[config.mk]
export PLATFORM = sky130hd
export DESIGN_NAME = lmr_line_monitor
export DESIGN_NICKNAME = d
export VERILOG_FILES = /design/src/hw/lmr_pkg.sv /design/src/hw/lmr_sign_mag.sv /design/src/hw/lmr_power_code.sv /design/src/hw/lmr_line_monitor.sv
export SDC_FILE = /design/constraint.sdc
export NUM_CORES = 1
export LEC_CHECK = 0
export ABC_CLOCK_PERIOD_IN_PS = 6650
export BUFFER_PORTS_ARGS = -buffer_cell sky130_fd_sc_hd__buf_2
export CORE_ASPECT_RATIO = 1.25
export CORE_UTILIZATION = 50
export DETAILED_ROUTE_END_ITERATION = 10
export MAX_ROUTING_LAYER = met4
export PLACE_DENSITY = 0.71
export SETUP_SLACK_MARGIN = 0.1
export SYNTH_ARGS = -nofsm -noshare
export SYNTH_HDL_FRONTEND = slang
export SYNTH_HIERARCHICAL = 1
export SYNTH_SLANG_ARGS = --single-unit
[constraint.sdc]
create_clock -name CLK -period 6.65 [get_ports CLK]
set_clock_uncertainty 0.05 [all_clocks]
set_input_delay 0.3325 -clock CLK [delete_from_list [all_inputs] [get_ports CLK]]
set_output_delay 0.3325 -clock CLK [all_outputs]
set_load 0.005 [all_outputs]
[src/hw/lmr_pkg.sv]
// constants shared by the line monitor readback block
// Functional notes
// - The power monitor register shows the live power of the transistor picked by the power monitor selector.
// - The selector is three bits where 000 to 101 pick Q1 to Q6 in order and 110 and 111 are undefined.
// - For Q1, Q2, Q5 and Q6 the power code runs linearly from 0 W at 0x00 to 7.8 W at 0xFF in 30.4 mW counts.
// - For Q3 and Q4 the power code runs linearly from 0 W at 0x00 to 0.9 W at full scale in 3.62 mW counts.
// - Bit 6 of the loop voltage register is 0 when TIP is above RING and 1 when TIP is below RING.
// - Bits 5:0 of the loop voltage register give the TIP minus RING magnitude from 0 V to 94.5 V in 1.5 V counts.
// - Bit 6 of the loop current register is 0 for forward current and 1 for reverse current.
// - Bits 5:0 of the loop current register give the loop current magnitude from 0 mA to 78.75 mA in 1.25 mA counts.
// - The TIP register gives the TIP to ground voltage as 0 V at 0x00 falling to -95.88 V at 0xFF in .376 V counts.
// - The RING register gives the RING to ground voltage with the same .376 V per count scaling up to 0xFF.
package lmr_pkg;

  // register port geometry
  localparam int ADDR_W = 8;
  localparam int DATA_W = 8;

  // register offsets on the control port
  localparam logic [7:0] SEL_OFS  = 8'h4C;
  localparam logic [7:0] PWR_OFS  = 8'h4D;
  localparam logic [7:0] LV_OFS   = 8'h4E;
  localparam logic [7:0] LC_OFS   = 8'h4F;
  localparam logic [7:0] TIP_OFS  = 8'h50;
  localparam logic [7:0] RING_OFS = 8'h51;

  // values after reset
  localparam logic [7:0] MON_RST  = 8'h00;
  localparam logic [2:0] SEL_RST  = 3'h0;

  // field positions
  localparam int SIGN_POS = 6;
  localparam int MAG_MSB  = 5;
  localparam int SEL_MSB  = 2;
  localparam logic [5:0] MAG_MAX = 6'h3F;
  localparam logic [7:0] CODE_MAX = 8'hFF;

  // selector codes
  localparam logic [2:0] SEL_Q1 = 3'h0;
  localparam logic [2:0] SEL_Q2 = 3'h1;
  localparam logic [2:0] SEL_Q3 = 3'h2;
  localparam logic [2:0] SEL_Q4 = 3'h3;
  localparam logic [2:0] SEL_Q5 = 3'h4;
  localparam logic [2:0] SEL_Q6 = 3'h5;
  localparam int NUM_Q = 6;

  // scaling: power comes in microwatts
  localparam int PWR_W         = 23;
  localparam int PWR_HI_LSB_UW = 30400;
  localparam int PWR_LO_LSB_UW = 3620;
  localparam int RECIP_SHIFT   = 24;
  localparam int PWR_HI_RECIP  = ((1 << RECIP_SHIFT) + PWR_HI_LSB_UW / 2)
                                 / PWR_HI_LSB_UW;
  localparam int PWR_LO_RECIP  = ((1 << RECIP_SHIFT) + PWR_LO_LSB_UW / 2)
                                 / PWR_LO_LSB_UW;

  // scaling: line voltages in millivolts, current in microamps
  localparam int TIP_LSB_MV    = 376;
  localparam int LOOP_LSB_MV   = 1500;
  localparam int LC_LSB_UA     = 1250;
  localparam int LC_RAW_LSB_UA = 250;
  localparam int MAG_SHIFT     = 10;
  localparam int LV_MULT = ((TIP_LSB_MV << MAG_SHIFT) + LOOP_LSB_MV / 2)
                           / LOOP_LSB_MV;
  localparam int LC_MULT = ((LC_RAW_LSB_UA << MAG_SHIFT) + LC_LSB_UA / 2)
                           / LC_LSB_UA;
  localparam int LC_RAW_W = 10;

  // publish period of the readback registers
  localparam int CLK_NS     = 50;
  localparam int UPDATE_NS  = 1000;
  localparam int UPDATE_CYC = (UPDATE_NS + CLK_NS - 1) / CLK_NS;

endpackage

[src/hw/lmr_sign_mag.sv]
// signed sample to polarity bit and saturating 6-bit magnitude
`timescale 1ns/1ns
module lmr_sign_mag
  import lmr_pkg::*;
#(
  parameter int IN_W  = 9,
  parameter int MULT  = 1,
  parameter int SHIFT = 0
)
(
  input  wire logic signed [IN_W-1:0] value_in,
  output logic                        neg,
  output logic [MAG_MSB:0]            mag
);
  localparam logic [15:0] MULT_V = 16'(MULT);
  logic [IN_W-1:0]  abs_v;
  logic [IN_W+15:0] prod;
  logic [IN_W+15:0] scaled;

  // magnitude via reciprocal multiply, clipped at full scale
  always_comb
  begin
    neg    = value_in[IN_W-1];
    abs_v  = neg ? IN_W'(-value_in) : IN_W'(value_in);
    prod   = (IN_W+16)'(abs_v) * (IN_W+16)'(MULT_V);
    scaled = prod >> SHIFT;
    if (scaled > (IN_W+16)'(MAG_MAX))
      mag = MAG_MAX;
    else
      mag = scaled[MAG_MSB:0];
  end
endmodule // lmr_sign_mag

[src/hw/lmr_power_code.sv]
// converts one transistor power in microwatts to the 8-bit power code
`timescale 1ns/1ns
module lmr_power_code
  import lmr_pkg::*;
(
  input  wire logic [PWR_W-1:0] power_uw,
  input  wire logic [2:0]       sel,
  output logic [7:0]            code
);
  localparam logic [15:0] HI_R = 16'(PWR_HI_RECIP);
  localparam logic [15:0] LO_R = 16'(PWR_LO_RECIP);
  logic [15:0]       recip;
  logic [PWR_W+15:0] prod;
  logic [PWR_W+15:0] scaled;

  // small transistors use the fine scale, big ones the coarse one
  always_comb
  begin
    case (sel)
      SEL_Q1, SEL_Q2, SEL_Q5, SEL_Q6: recip = HI_R;
      SEL_Q3, SEL_Q4:                 recip = LO_R;
      default:                        recip = 16'h0000;
    endcase
    prod   = (PWR_W+16)'(power_uw) * (PWR_W+16)'(recip);
    scaled = prod >> RECIP_SHIFT;
    // above full scale the code pins at 0xFF rather than wrapping
    if (scaled > (PWR_W+16)'(CODE_MAX))
      code = CODE_MAX;
    else
      code = scaled[7:0];
  end
endmodule // lmr_power_code

[src/hw/lmr_line_monitor.sv]
// line monitor readback registers: power, loop and line voltages
`timescale 1ns/1ns
module lmr_line_monitor
  import lmr_pkg::*;
#(
  parameter int UPDATE_CYCLES = UPDATE_CYC
)
(
  input  wire logic                       CLK,
  input  wire logic                       RST_N,
  input  wire logic [ADDR_W-1:0]          ADDR,
  input  wire logic [DATA_W-1:0]          WDATA,
  input  wire logic                       WR,
  input  wire logic                       RD,
  output logic [DATA_W-1:0]               RDATA,
  input  wire logic                       MEAS_VALID,
  input  wire logic [7:0]                 TIP_CODE,
  input  wire logic [7:0]                 RING_CODE,
  input  wire logic signed [LC_RAW_W-1:0] LOOP_CURRENT,
  input  wire logic [PWR_W-1:0]           Q1_POWER,
  input  wire logic [PWR_W-1:0]           Q2_POWER,
  input  wire logic [PWR_W-1:0]           Q3_POWER,
  input  wire logic [PWR_W-1:0]           Q4_POWER,
  input  wire logic [PWR_W-1:0]           Q5_POWER,
  input  wire logic [PWR_W-1:0]           Q6_POWER,
  output logic [2:0]                      SELECTOR,
  output logic                            UPDATE_TICK
);

  // publish phase of the readback path
  typedef enum logic [1:0] {
    LMR_IDLE,
    LMR_CONVERT,
    LMR_PUBLISH
  } lmr_state_t;

  // counter sized for the period itself; the +1 keeps a period of one
  // from collapsing the counter to zero bits
  localparam int CNT_W = $clog2(UPDATE_CYCLES + 1);
  localparam logic [CNT_W-1:0] CNT_LAST = CNT_W'(UPDATE_CYCLES - 1);
  localparam logic [CNT_W-1:0] CNT_ZERO = '0;

  // front-end hold registers, written on each valid sample
  logic [PWR_W-1:0]           q_hold [NUM_Q];
  logic [PWR_W-1:0]           q_in   [NUM_Q];
  logic [7:0]                 tip_hold;
  logic [7:0]                 ring_hold;
  logic signed [LC_RAW_W-1:0] lc_hold;
  logic                       fresh;

  // snapshot taken at the start of a publish cycle
  logic [PWR_W-1:0]           pwr_snap;
  logic [2:0]                 sel_snap;
  logic [7:0]                 tip_snap;
  logic [7:0]                 ring_snap;
  logic signed [LC_RAW_W-1:0] lc_snap;

  // software-visible registers
  logic [2:0]                 power_monitor_selector;
  logic [7:0]                 power_output_value;
  logic                       loop_voltage_sign;
  logic [MAG_MSB:0]           loop_voltage_magnitude;
  logic                       loop_current_direction;
  logic [MAG_MSB:0]           loop_current_magnitude;
  logic [7:0]                 tip_ground_voltage;
  logic [7:0]                 ring_ground_voltage;

  // converter results
  logic [7:0]                 next_power;
  logic signed [8:0]          loop_diff;
  logic                       next_lv_sign;
  logic [MAG_MSB:0]           next_lv_mag;
  logic                       next_lc_dir;
  logic [MAG_MSB:0]           next_lc_mag;

  // control
  lmr_state_t                 state;
  lmr_state_t                 next_state;
  logic [CNT_W-1:0]           div_cnt;
  logic                       tick;
  logic [DATA_W-1:0]          next_rdata;

  // gather the six power inputs so one index picks the selected one
  assign q_in[0] = Q1_POWER;
  assign q_in[1] = Q2_POWER;
  assign q_in[2] = Q3_POWER;
  assign q_in[3] = Q4_POWER;
  assign q_in[4] = Q5_POWER;
  assign q_in[5] = Q6_POWER;

  // rate divider: one enable pulse per publish period
  // the period parameter may take any value of one or more
  always_ff @(posedge CLK or negedge RST_N)
  begin
    if (!RST_N)
      div_cnt <= CNT_ZERO;
    else if (div_cnt == CNT_LAST)
      div_cnt <= CNT_ZERO;
    else
      div_cnt <= div_cnt + CNT_W'(1);
  end

  // one-cycle enable at the last count; the whole block stays on CLK
  // so no second clock domain has to be crossed
  assign tick = (div_cnt == CNT_LAST);

  // every transistor is held, so a selector change between samples
  // still finds a real measurement for the new transistor
  genvar gi;
  generate
    for (gi = 0; gi < NUM_Q; gi++)
    begin : g_qhold
      always_ff @(posedge CLK or negedge RST_N)
      begin
        if (!RST_N)
          q_hold[gi] <= '0;
        else if (MEAS_VALID)
          q_hold[gi] <= q_in[gi];
      end
    end
  endgenerate

  // line sample hold
  always_ff @(posedge CLK or negedge RST_N)
  begin
    if (!RST_N)
    begin
      tip_hold  <= MON_RST;
      ring_hold <= MON_RST;
      lc_hold   <= '0;
    end
    else if (MEAS_VALID)
    begin
      tip_hold  <= TIP_CODE;
      ring_hold <= RING_CODE;
      lc_hold   <= LOOP_CURRENT;
    end
  end

  // fresh marks a sample not yet published; a new sample in the same
  // cycle as the snapshot keeps it set so that sample is not lost
  // the set wins over the clear when both fall in one cycle
  always_ff @(posedge CLK or negedge RST_N)
  begin
    if (!RST_N)
      fresh <= 1'b0;
    else if (MEAS_VALID)
      fresh <= 1'b1;
    else if (state == LMR_IDLE && tick)
      fresh <= 1'b0;
  end

  // publish sequencer: snapshot, convert, then load the registers
  always_comb
  begin
    next_state = state;
    case (state)
      LMR_IDLE:
        if (tick && fresh)
          next_state = LMR_CONVERT;
      LMR_CONVERT:
        next_state = LMR_PUBLISH;
      LMR_PUBLISH:
        next_state = LMR_IDLE;
      default:
        next_state = LMR_IDLE;
    endcase
  end

  // state register; reset returns to idle with no publish pending
  always_ff @(posedge CLK or negedge RST_N)
  begin
    if (!RST_N)
      state <= LMR_IDLE;
    else
      state <= next_state;
  end

  // one coherent snapshot so tip, ring and loop voltage always agree
  // the snapshot is taken only on a tick with a fresh sample, so a
  // quiet front end leaves the registers at their last values
  always_ff @(posedge CLK or negedge RST_N)
  begin
    if (!RST_N)
    begin
      pwr_snap  <= '0;
      sel_snap  <= SEL_RST;
      tip_snap  <= MON_RST;
      ring_snap <= MON_RST;
      lc_snap   <= '0;
    end
    else if (state == LMR_IDLE && tick && fresh)
    begin
      // undefined selector codes snapshot zero power
      if (power_monitor_selector < 3'(NUM_Q))
        pwr_snap <= q_hold[power_monitor_selector];
      else
        pwr_snap <= '0;
      sel_snap  <= power_monitor_selector;
      tip_snap  <= tip_hold;
      ring_snap <= ring_hold;
      lc_snap   <= lc_hold;
    end
  end

  // power scaling depends on which transistor was captured
  // the captured selector, not the live one, picks the scale, so a
  // selector write during conversion cannot mix two scales
  lmr_power_code u_power
  (
    .power_uw (pwr_snap),
    .sel      (sel_snap),
    .code     (next_power)
  );

  // tip minus ring is (ring code - tip code) counts of .376 V,
  // since both line codes count downward from ground
  assign loop_diff = $signed({1'b0, ring_snap}) - $signed({1'b0, tip_snap});

  // loop voltage: the 9-bit difference cannot overflow for 8-bit codes
  lmr_sign_mag #(
    .IN_W  (9),
    .MULT  (LV_MULT),
    .SHIFT (MAG_SHIFT)
  ) u_loop_v
  (
    .value_in   (loop_diff),
    .neg        (next_lv_sign),
    .mag        (next_lv_mag)
  );

  // loop current: reverse flow arrives as a negative sample
  lmr_sign_mag #(
    .IN_W  (LC_RAW_W),
    .MULT  (LC_MULT),
    .SHIFT (MAG_SHIFT)
  ) u_loop_i
  (
    .value_in   (lc_snap),
    .neg        (next_lc_dir),
    .mag        (next_lc_mag)
  );

  // power monitor register
  always_ff @(posedge CLK or negedge RST_N)
  begin
    if (!RST_N)
      power_output_value <= MON_RST;
    else if (state == LMR_PUBLISH)
      power_output_value <= next_power;
  end

  // loop voltage register
  always_ff @(posedge CLK or negedge RST_N)
  begin
    if (!RST_N)
    begin
      loop_voltage_sign      <= 1'b0;
      loop_voltage_magnitude <= '0;
    end
    else if (state == LMR_PUBLISH)
    begin
      loop_voltage_sign      <= next_lv_sign;
      loop_voltage_magnitude <= next_lv_mag;
    end
  end

  // loop current register
  always_ff @(posedge CLK or negedge RST_N)
  begin
    if (!RST_N)
    begin
      loop_current_direction <= 1'b0;
      loop_current_magnitude <= '0;
    end
    else if (state == LMR_PUBLISH)
    begin
      loop_current_direction <= next_lc_dir;
      loop_current_magnitude <= next_lc_mag;
    end
  end

  // line to ground registers pass the converter code straight through
  // the codes already have the register's scale and count downward
  always_ff @(posedge CLK or negedge RST_N)
  begin
    if (!RST_N)
    begin
      tip_ground_voltage  <= MON_RST;
      ring_ground_voltage <= MON_RST;
    end
    else if (state == LMR_PUBLISH)
    begin
      tip_ground_voltage  <= tip_snap;
      ring_ground_voltage <= ring_snap;
    end
  end

  // selector is the only writable field; monitor offsets drop writes
  // bits 7:3 of a selector write are dropped and read back as zero
  always_ff @(posedge CLK or negedge RST_N)
  begin
    if (!RST_N)
      power_monitor_selector <= SEL_RST;
    else if (WR && ADDR == SEL_OFS)
      power_monitor_selector <= WDATA[SEL_MSB:0];
  end

  // read mux; reads have no side effect on any hold or register
  // unmapped offsets read as zero so a stray read never aliases
  always_comb
  begin
    case (ADDR)
      SEL_OFS:  next_rdata = {5'h00, power_monitor_selector};
      PWR_OFS:  next_rdata = power_output_value;
      LV_OFS:   next_rdata = {1'b0, loop_voltage_sign,
                              loop_voltage_magnitude};
      LC_OFS:   next_rdata = {1'b0, loop_current_direction,
                              loop_current_magnitude};
      TIP_OFS:  next_rdata = tip_ground_voltage;
      RING_OFS: next_rdata = ring_ground_voltage;
      default:  next_rdata = 8'h00;
    endcase
  end

  // read data stand for the one cycle after the strobe only
  // zero outside the slot keeps a bus that ors many slaves clean
  always_ff @(posedge CLK or negedge RST_N)
  begin
    if (!RST_N)
      RDATA <= 8'h00;
    else if (RD)
      RDATA <= next_rdata;
    else
      RDATA <= 8'h00;
  end

  // status outputs for neighbouring logic
  // the tick output marks the cycle before the new values show
  assign SELECTOR    = power_monitor_selector;
  assign UPDATE_TICK = (state == LMR_PUBLISH);

endmodule // lmr_line_monitor

==> results of run 1 <==
-- sequential cells by signal, summed over array words and instances (netlist names) --
signal and flops:
SELECTOR 3, ring_hold 8, RDATA 8, ring_snap 8
lc_hold 10, sel_snap 2, loop_current_magnitude 6, ring_ground_voltage 8
pwr_snap 23, lc_snap 10, div_cnt 5, tip_hold 8
loop_voltage_magnitude 6, q_hold 138, power_output_value 8, loop_current_direction 1
loop_voltage_sign 1, state 2, fresh 1, tip_snap 8
tip_ground_voltage 8
-- through the flow --
stage                util  instances  total power, W  worst slack, ns
CTS                 0.611       2675         0.00760            0.315
finish              0.612       2683         0.00762            0.463
global route        0.612       2682         0.00827           0.0791
floorplan               -       1836         0.00509            0.620
detailed placement  0.546       2456         0.00600            0.357
global placement    0.546       2456         0.00589            0.521
-- power by group through the flow --
stage | sequential, W | combinational, W | clock, W
final | 0.00204 | 0.00407 | 0.00151
after global routing | 0.00206 | 0.00460 | 0.00160
after CTS | 0.00203 | 0.00406 | 0.00152
after detailed placement | 0.00206 | 0.00395 | 0
after global placement | 0.00204 | 0.00385 | 0
after floorplan | 0.00197 | 0.00311 | 0
-- area by class of cell --
type,count,share of cell area
timing repair buffer,372,0.115
multi-input combinational,1260,0.506
clock inverter,17,0.00539
inverter,224,0.0348
clock buffer,33,0.0306
antenna,7,0.000726
sequential,272,0.282
tap,498,0.0258
-- worst max-delay path: cells and delay by family, from the launching register on --
family,cells,cell delay [ns]
mux,1,0.28
flops,1,0.38
simple gates,8,1.81
xor+xnor,1,0.19
compound gates,2,0.34
fa+ha+maj,6,2.62
buf+inv,5,0.39
-- what timing repair did --
| item | 4_1_cts | 5_1_grt |
|---|---|---|
| endpoints found under the setup margin | 0 | 8 |
| gates resized for setup | 0 | 1 |
| hold buffers | 169 | 0 |
| buffers inserted | 0 | 1 |
| hold endpoints to repair | 261 | 0 |
-- final timing paths --
path / slack (ns) / endpoint
worst max-delay path: 0.46 / power_output_value[3]
worst min-delay path: 0.11 / SELECTOR[2]
worst max register to register: 0.46 / power_output_value[3]
worst min register to register: 0.41 / state[1]
max in group asynchronous: 4.77 / lc_snap[1]
min in group asynchronous: 0.32 / q_hold[45]
-- routing by layer --
metal | global-route usage | part of all wire | vias up | wire [µm]
li1 | - | - | 6996 | -
met1 | 0.304 | 0.41 | 7551 | 20600
met2 | 0.453 | 0.53 | 369 | 26500
met3 | 0.0270 | 0.035 | 108 | 1760
met4 | 0.0910 | 0.031 | 0 | 1580
met5 | - | 0 | - | 0
==> out/metrics.cfg, run 1 <==
[synthesis]
syn_area_per_cell_um2=11.0
syn_inst=1836
syn_nets=2310
synth_warnings=6
syn_area_mm2=0.0202

[cts]
cts_buffer_depth=3
clk_latency_ns=0.56
cts_buffers=27
clk_pin_slew_worst_paths_ns=0.06
root_buffer=clkbuf_16
htree_levels=1
cts_tree=built
clock_sinks=272

[critical_path]
r2r-start=sel_snap[1]
crit_path_top_delay_cell=fa_1
arrival_ns=6.57
setup.worst_path.start_class=flip-flop
cp_max_fo=8
crit_path_start=sel_snap[1]
cpPeakStageDelay_ns=0.52
crit_chain=nor2b_1 -> and2_1 -> or2_2 -> ha_1 -> inv_1 -> fa_1 -> inv_1 -> fa_1 -> fa_1 -> inv_1 -> fa_1 -> inv_1 -> ha_1 -> nand4_1 -> nor4_1 -> o2111ai_2 -> nand4b_2 -> a41oi_2 -> xnor2_1 -> nor4_4 -> buf_4 -> nand3_1 -> mux2_2
cp.required_ns=7.03
critPathKind=reg -> reg
cp-end-kind=flip-flop
r2r_cells=23

[power_and_ir_drop]
p_sw_frac=0.414
combPwrFrac=0.534
clkPwrFrac=0.198
internal_power_w=0.00447
leakage_nw=11.5
p_seq_frac=0.267
vdd_drop_max_mv=0.270
power.density_mw_per_mm2=316
power.switching_w=0.00315

[placed_design]
numPortBuffers=191
hpwl_um=34600
place_area_mm2=0.0215
gp_congestion=0.933

[die]
fp.dieH_um=227
die_width_um=182
start_util=0.512
core_mm2=0.0394
die-area_mm2=0.0412
rows=81
ios=197

[run]
maxCapViolCount=0

[route]
drc=0
routedWlPerCell_um=18.8
ant_nets=0
viasPerCell=5.60
wl_um=50400
first_iter_violations=830
vias=15024
dr.pass1.iters=6

[layout]
multi_input_area_mm2=0.0122
seqCellArea_mm2=0.00681
nFillCells=3073
layout_commonest_cell=dfrtp_1
area_growth_pct=19.6
final_cell_mix=dfrtp_1 (271), mux2_2 (257), inv_1 (222)
drive_gt1_frac=0.265
stdcell_area_mm2=0.0241
nNetsFinal=2631

[sta]
setup_viol_count_final=0
finalMaxSlewViolations=0
finalCritPeriodShare=0.930
hold_violations=0
relSlewSlack=0.203
worstMarginPinSlew_ns=1.19
post-route-min-period_ns=6.19
hold_slack_ns=0.110
max_freq_ghz=0.162
tns_ns=0
rsz0062_at_grt=false

[worst_hold_path]
whs_path_depth=3
hold_start=WR
hp-class=in -> reg

[grt]
antenna_found_initial=6
grt_pass1_wl_um=81800
grt_pass1_vias=16077
grt_use_total=0.257
grt_max_degree=180
grt.overflow.total=0

[outcome]
outcome=complete, no violations

(Power assumes the default switching activity.)
==> run 2: changes to the inputs <==
ABC_CLOCK_PERIOD_IN_PS = 6350   (was 6650)
CORE_ASPECT_RATIO = 0.8   (was 1.25)
clock period = 6.35 ns   (was 6.65 ns; I/O delays follow)
==> out/metrics.cfg, run 2 (synthesized netlist as in run 1, its figures left out) <==
[layout]
utilization=0.613
area_growth_pct=20.2
final_cell_mix=dfrtp_1 (271), mux2_2 (257), inv_1 (222)
nFillCells=3069
seqCellArea_mm2=0.00681
regMostFlops=q_hold
largest_reg_flops=138
largestRegisters=q_hold x138, pwr_snap x23
nNetsFinal=2637
drive_gt1_frac=0.266
layout_commonest_cell=dfrtp_1
multi_input_area_mm2=0.0122

[die]
die-area_mm2=0.0412
fp.dieH_um=182
start_util=0.509
core_mm2=0.0396
ios=197
die_width_um=227
rows=65

[critical_path]
cpMostUsedCell=fa_1
cp.required_ns=6.72
critPathKind=reg -> reg
worst-path-buf-inv=3
crit_chain=or4_4 -> o31ai_1 -> xor2_1 -> inv_2 -> xnor2_1 -> fa_1 -> inv_1 -> fa_1 -> fa_1 -> inv_1 -> ha_1 -> and3_1 -> nand3_1 -> o21ai_0 -> o21ai_0 -> a31oi_1 -> o2111ai_1 -> mux2_2
crit_path_top_delay_cell=fa_1
cpPeakStageDelay_ns=0.55
cp_max_fo=6
critical-path-top-delay-family=adder cells
setup.worst_path.start_class=flip-flop
arrival_ns=6.39
cp-end-kind=flip-flop

[cts]
clock_sinks=272
cts_buffer_depth=3
htree_levels=1
cts_tree=built
clk_latency_ns=0.59
root_buffer=clkbuf_16
cts_buffers=28
clk_pin_slew_worst_paths_ns=0.06

[placed_design]
numPortBuffers=191
hpwl_um=35700
gp_congestion=0.916

[run]
maxCapViolCount=0

[route]
routedWlPerCell_um=19.0
vias=15001
wl_um=51800
dr.pass1.iters=5
viasPerCell=5.52
drc=0
first_iter_violations=1061
ant_nets=0

[sta]
setup_viol_count_final=0
finalMaxSlewViolations=0
finalCritPeriodShare=0.947
hold_violations=0
worstMarginPinSlew_ns=1.13
tns_ns=0
relSlewSlack=0.242
rsz0062_at_grt=true
max_freq_ghz=0.166
hold_slack_ns=0.133
post-route-min-period_ns=6.02

[worst_hold_path]
hp-class=in -> reg

[grt]
grt_max_degree=155
antenna_found_initial=1
grt.overflow.total=0
grt_use_total=0.264
grt_pass1_vias=15543
grt_pass1_wl_um=83800

[power_and_ir_drop]
vdd_drop_max_mv=0.293
power.density_mw_per_mm2=336
leakage_nw=11.6

[outcome]
outcome=complete, no violations

[run 2: through the flow]
step / cell area [µm²] / total power [W] / std cells / setup slack (ns)
final: 24300 / 0.00816 / 2719 / 0.334
after global routing: 24300 / 0.00883 / 2719 / 0.0690
after CTS: 24200 / 0.00805 / 2715 / 0.129
after detailed placement: 21600 / 0.00634 / 2497 / 0.211
after global placement: 21600 / 0.00625 / 2497 / 0.276
after floorplan: 20200 / 0.00533 / 1836 / 0.320
[run 2: worst paths after layout]
check / start / end / slack, ns / cells after the start
min in group asynchronous: RST_N / lc_hold[4] / 0.30 / 2
hold / removal: WR / SELECTOR[0] / 0.13 / 3
setup / recovery: lc_snap[4] / loop_current_magnitude[4] / 0.33 / 18
setup reg to reg: lc_snap[4] / loop_current_magnitude[4] / 0.33 / 18
max in group asynchronous: RST_N / pwr_snap[21] / 4.62 / 3
hold reg to reg: state[1] / state[1] / 0.40 / 1
[run 2: timing repair]
| item | CTS | global route |
|---|---|---|
| endpoints found under the setup margin | 0 | 10 |
| gates resized for setup | 0 | 9 |
| hold buffers | 169 | 0 |
| buffers inserted | 0 | 3 |
| endpoints found under the hold margin | 286 | 0 |
[run 2: worst register-to-register path, cell delays in order (launching register included)]
cell and delay [ns]:
dfrtp_1 0.44, or4_4 0.54, o31ai_1 0.31, xor2_1 0.32, inv_2 0.11, xnor2_1 0.36, fa_1 0.49, inv_1 0.09
fa_1 0.43, fa_1 0.55, inv_1 0.04, ha_1 0.41, and3_1 0.27, nand3_1 0.09, o21ai_0 0.21, o21ai_0 0.16
a31oi_1 0.43, o2111ai_1 0.24, mux2_2 0.32
[run 2: area by class of cell]
type | instances | area share
Inverter | 224 | 0.0347
Multi-Input combinational cell | 1260 | 0.504
Clock buffer | 42 | 0.0339
Antenna cell | 1 | 0.000103
Sequential cell | 272 | 0.281
Timing Repair Buffer | 377 | 0.116
Tap cell | 536 | 0.0276
Clock inverter | 7 | 0.00263
[run 2: routing by layer]
metal | share of wire | GRT usage | vias up
li1 | - | - | 6980
met1 | 0.47 | 0.373 | 7482
met3 | 0.050 | 0.0345 | 68
met5 | 0 | - | -
met2 | 0.46 | 0.408 | 471
met4 | 0.018 | 0.0559 | 0
[run 2: report_power, final]
group,switching [W],leakage [nW],total [W],internal (W)
combinational,0.00251,7.91,0.00441,0.00190
sequential,0.000187,3.20,0.00214,0.00195
clock,0.000715,0.439,0.00161,0.000896
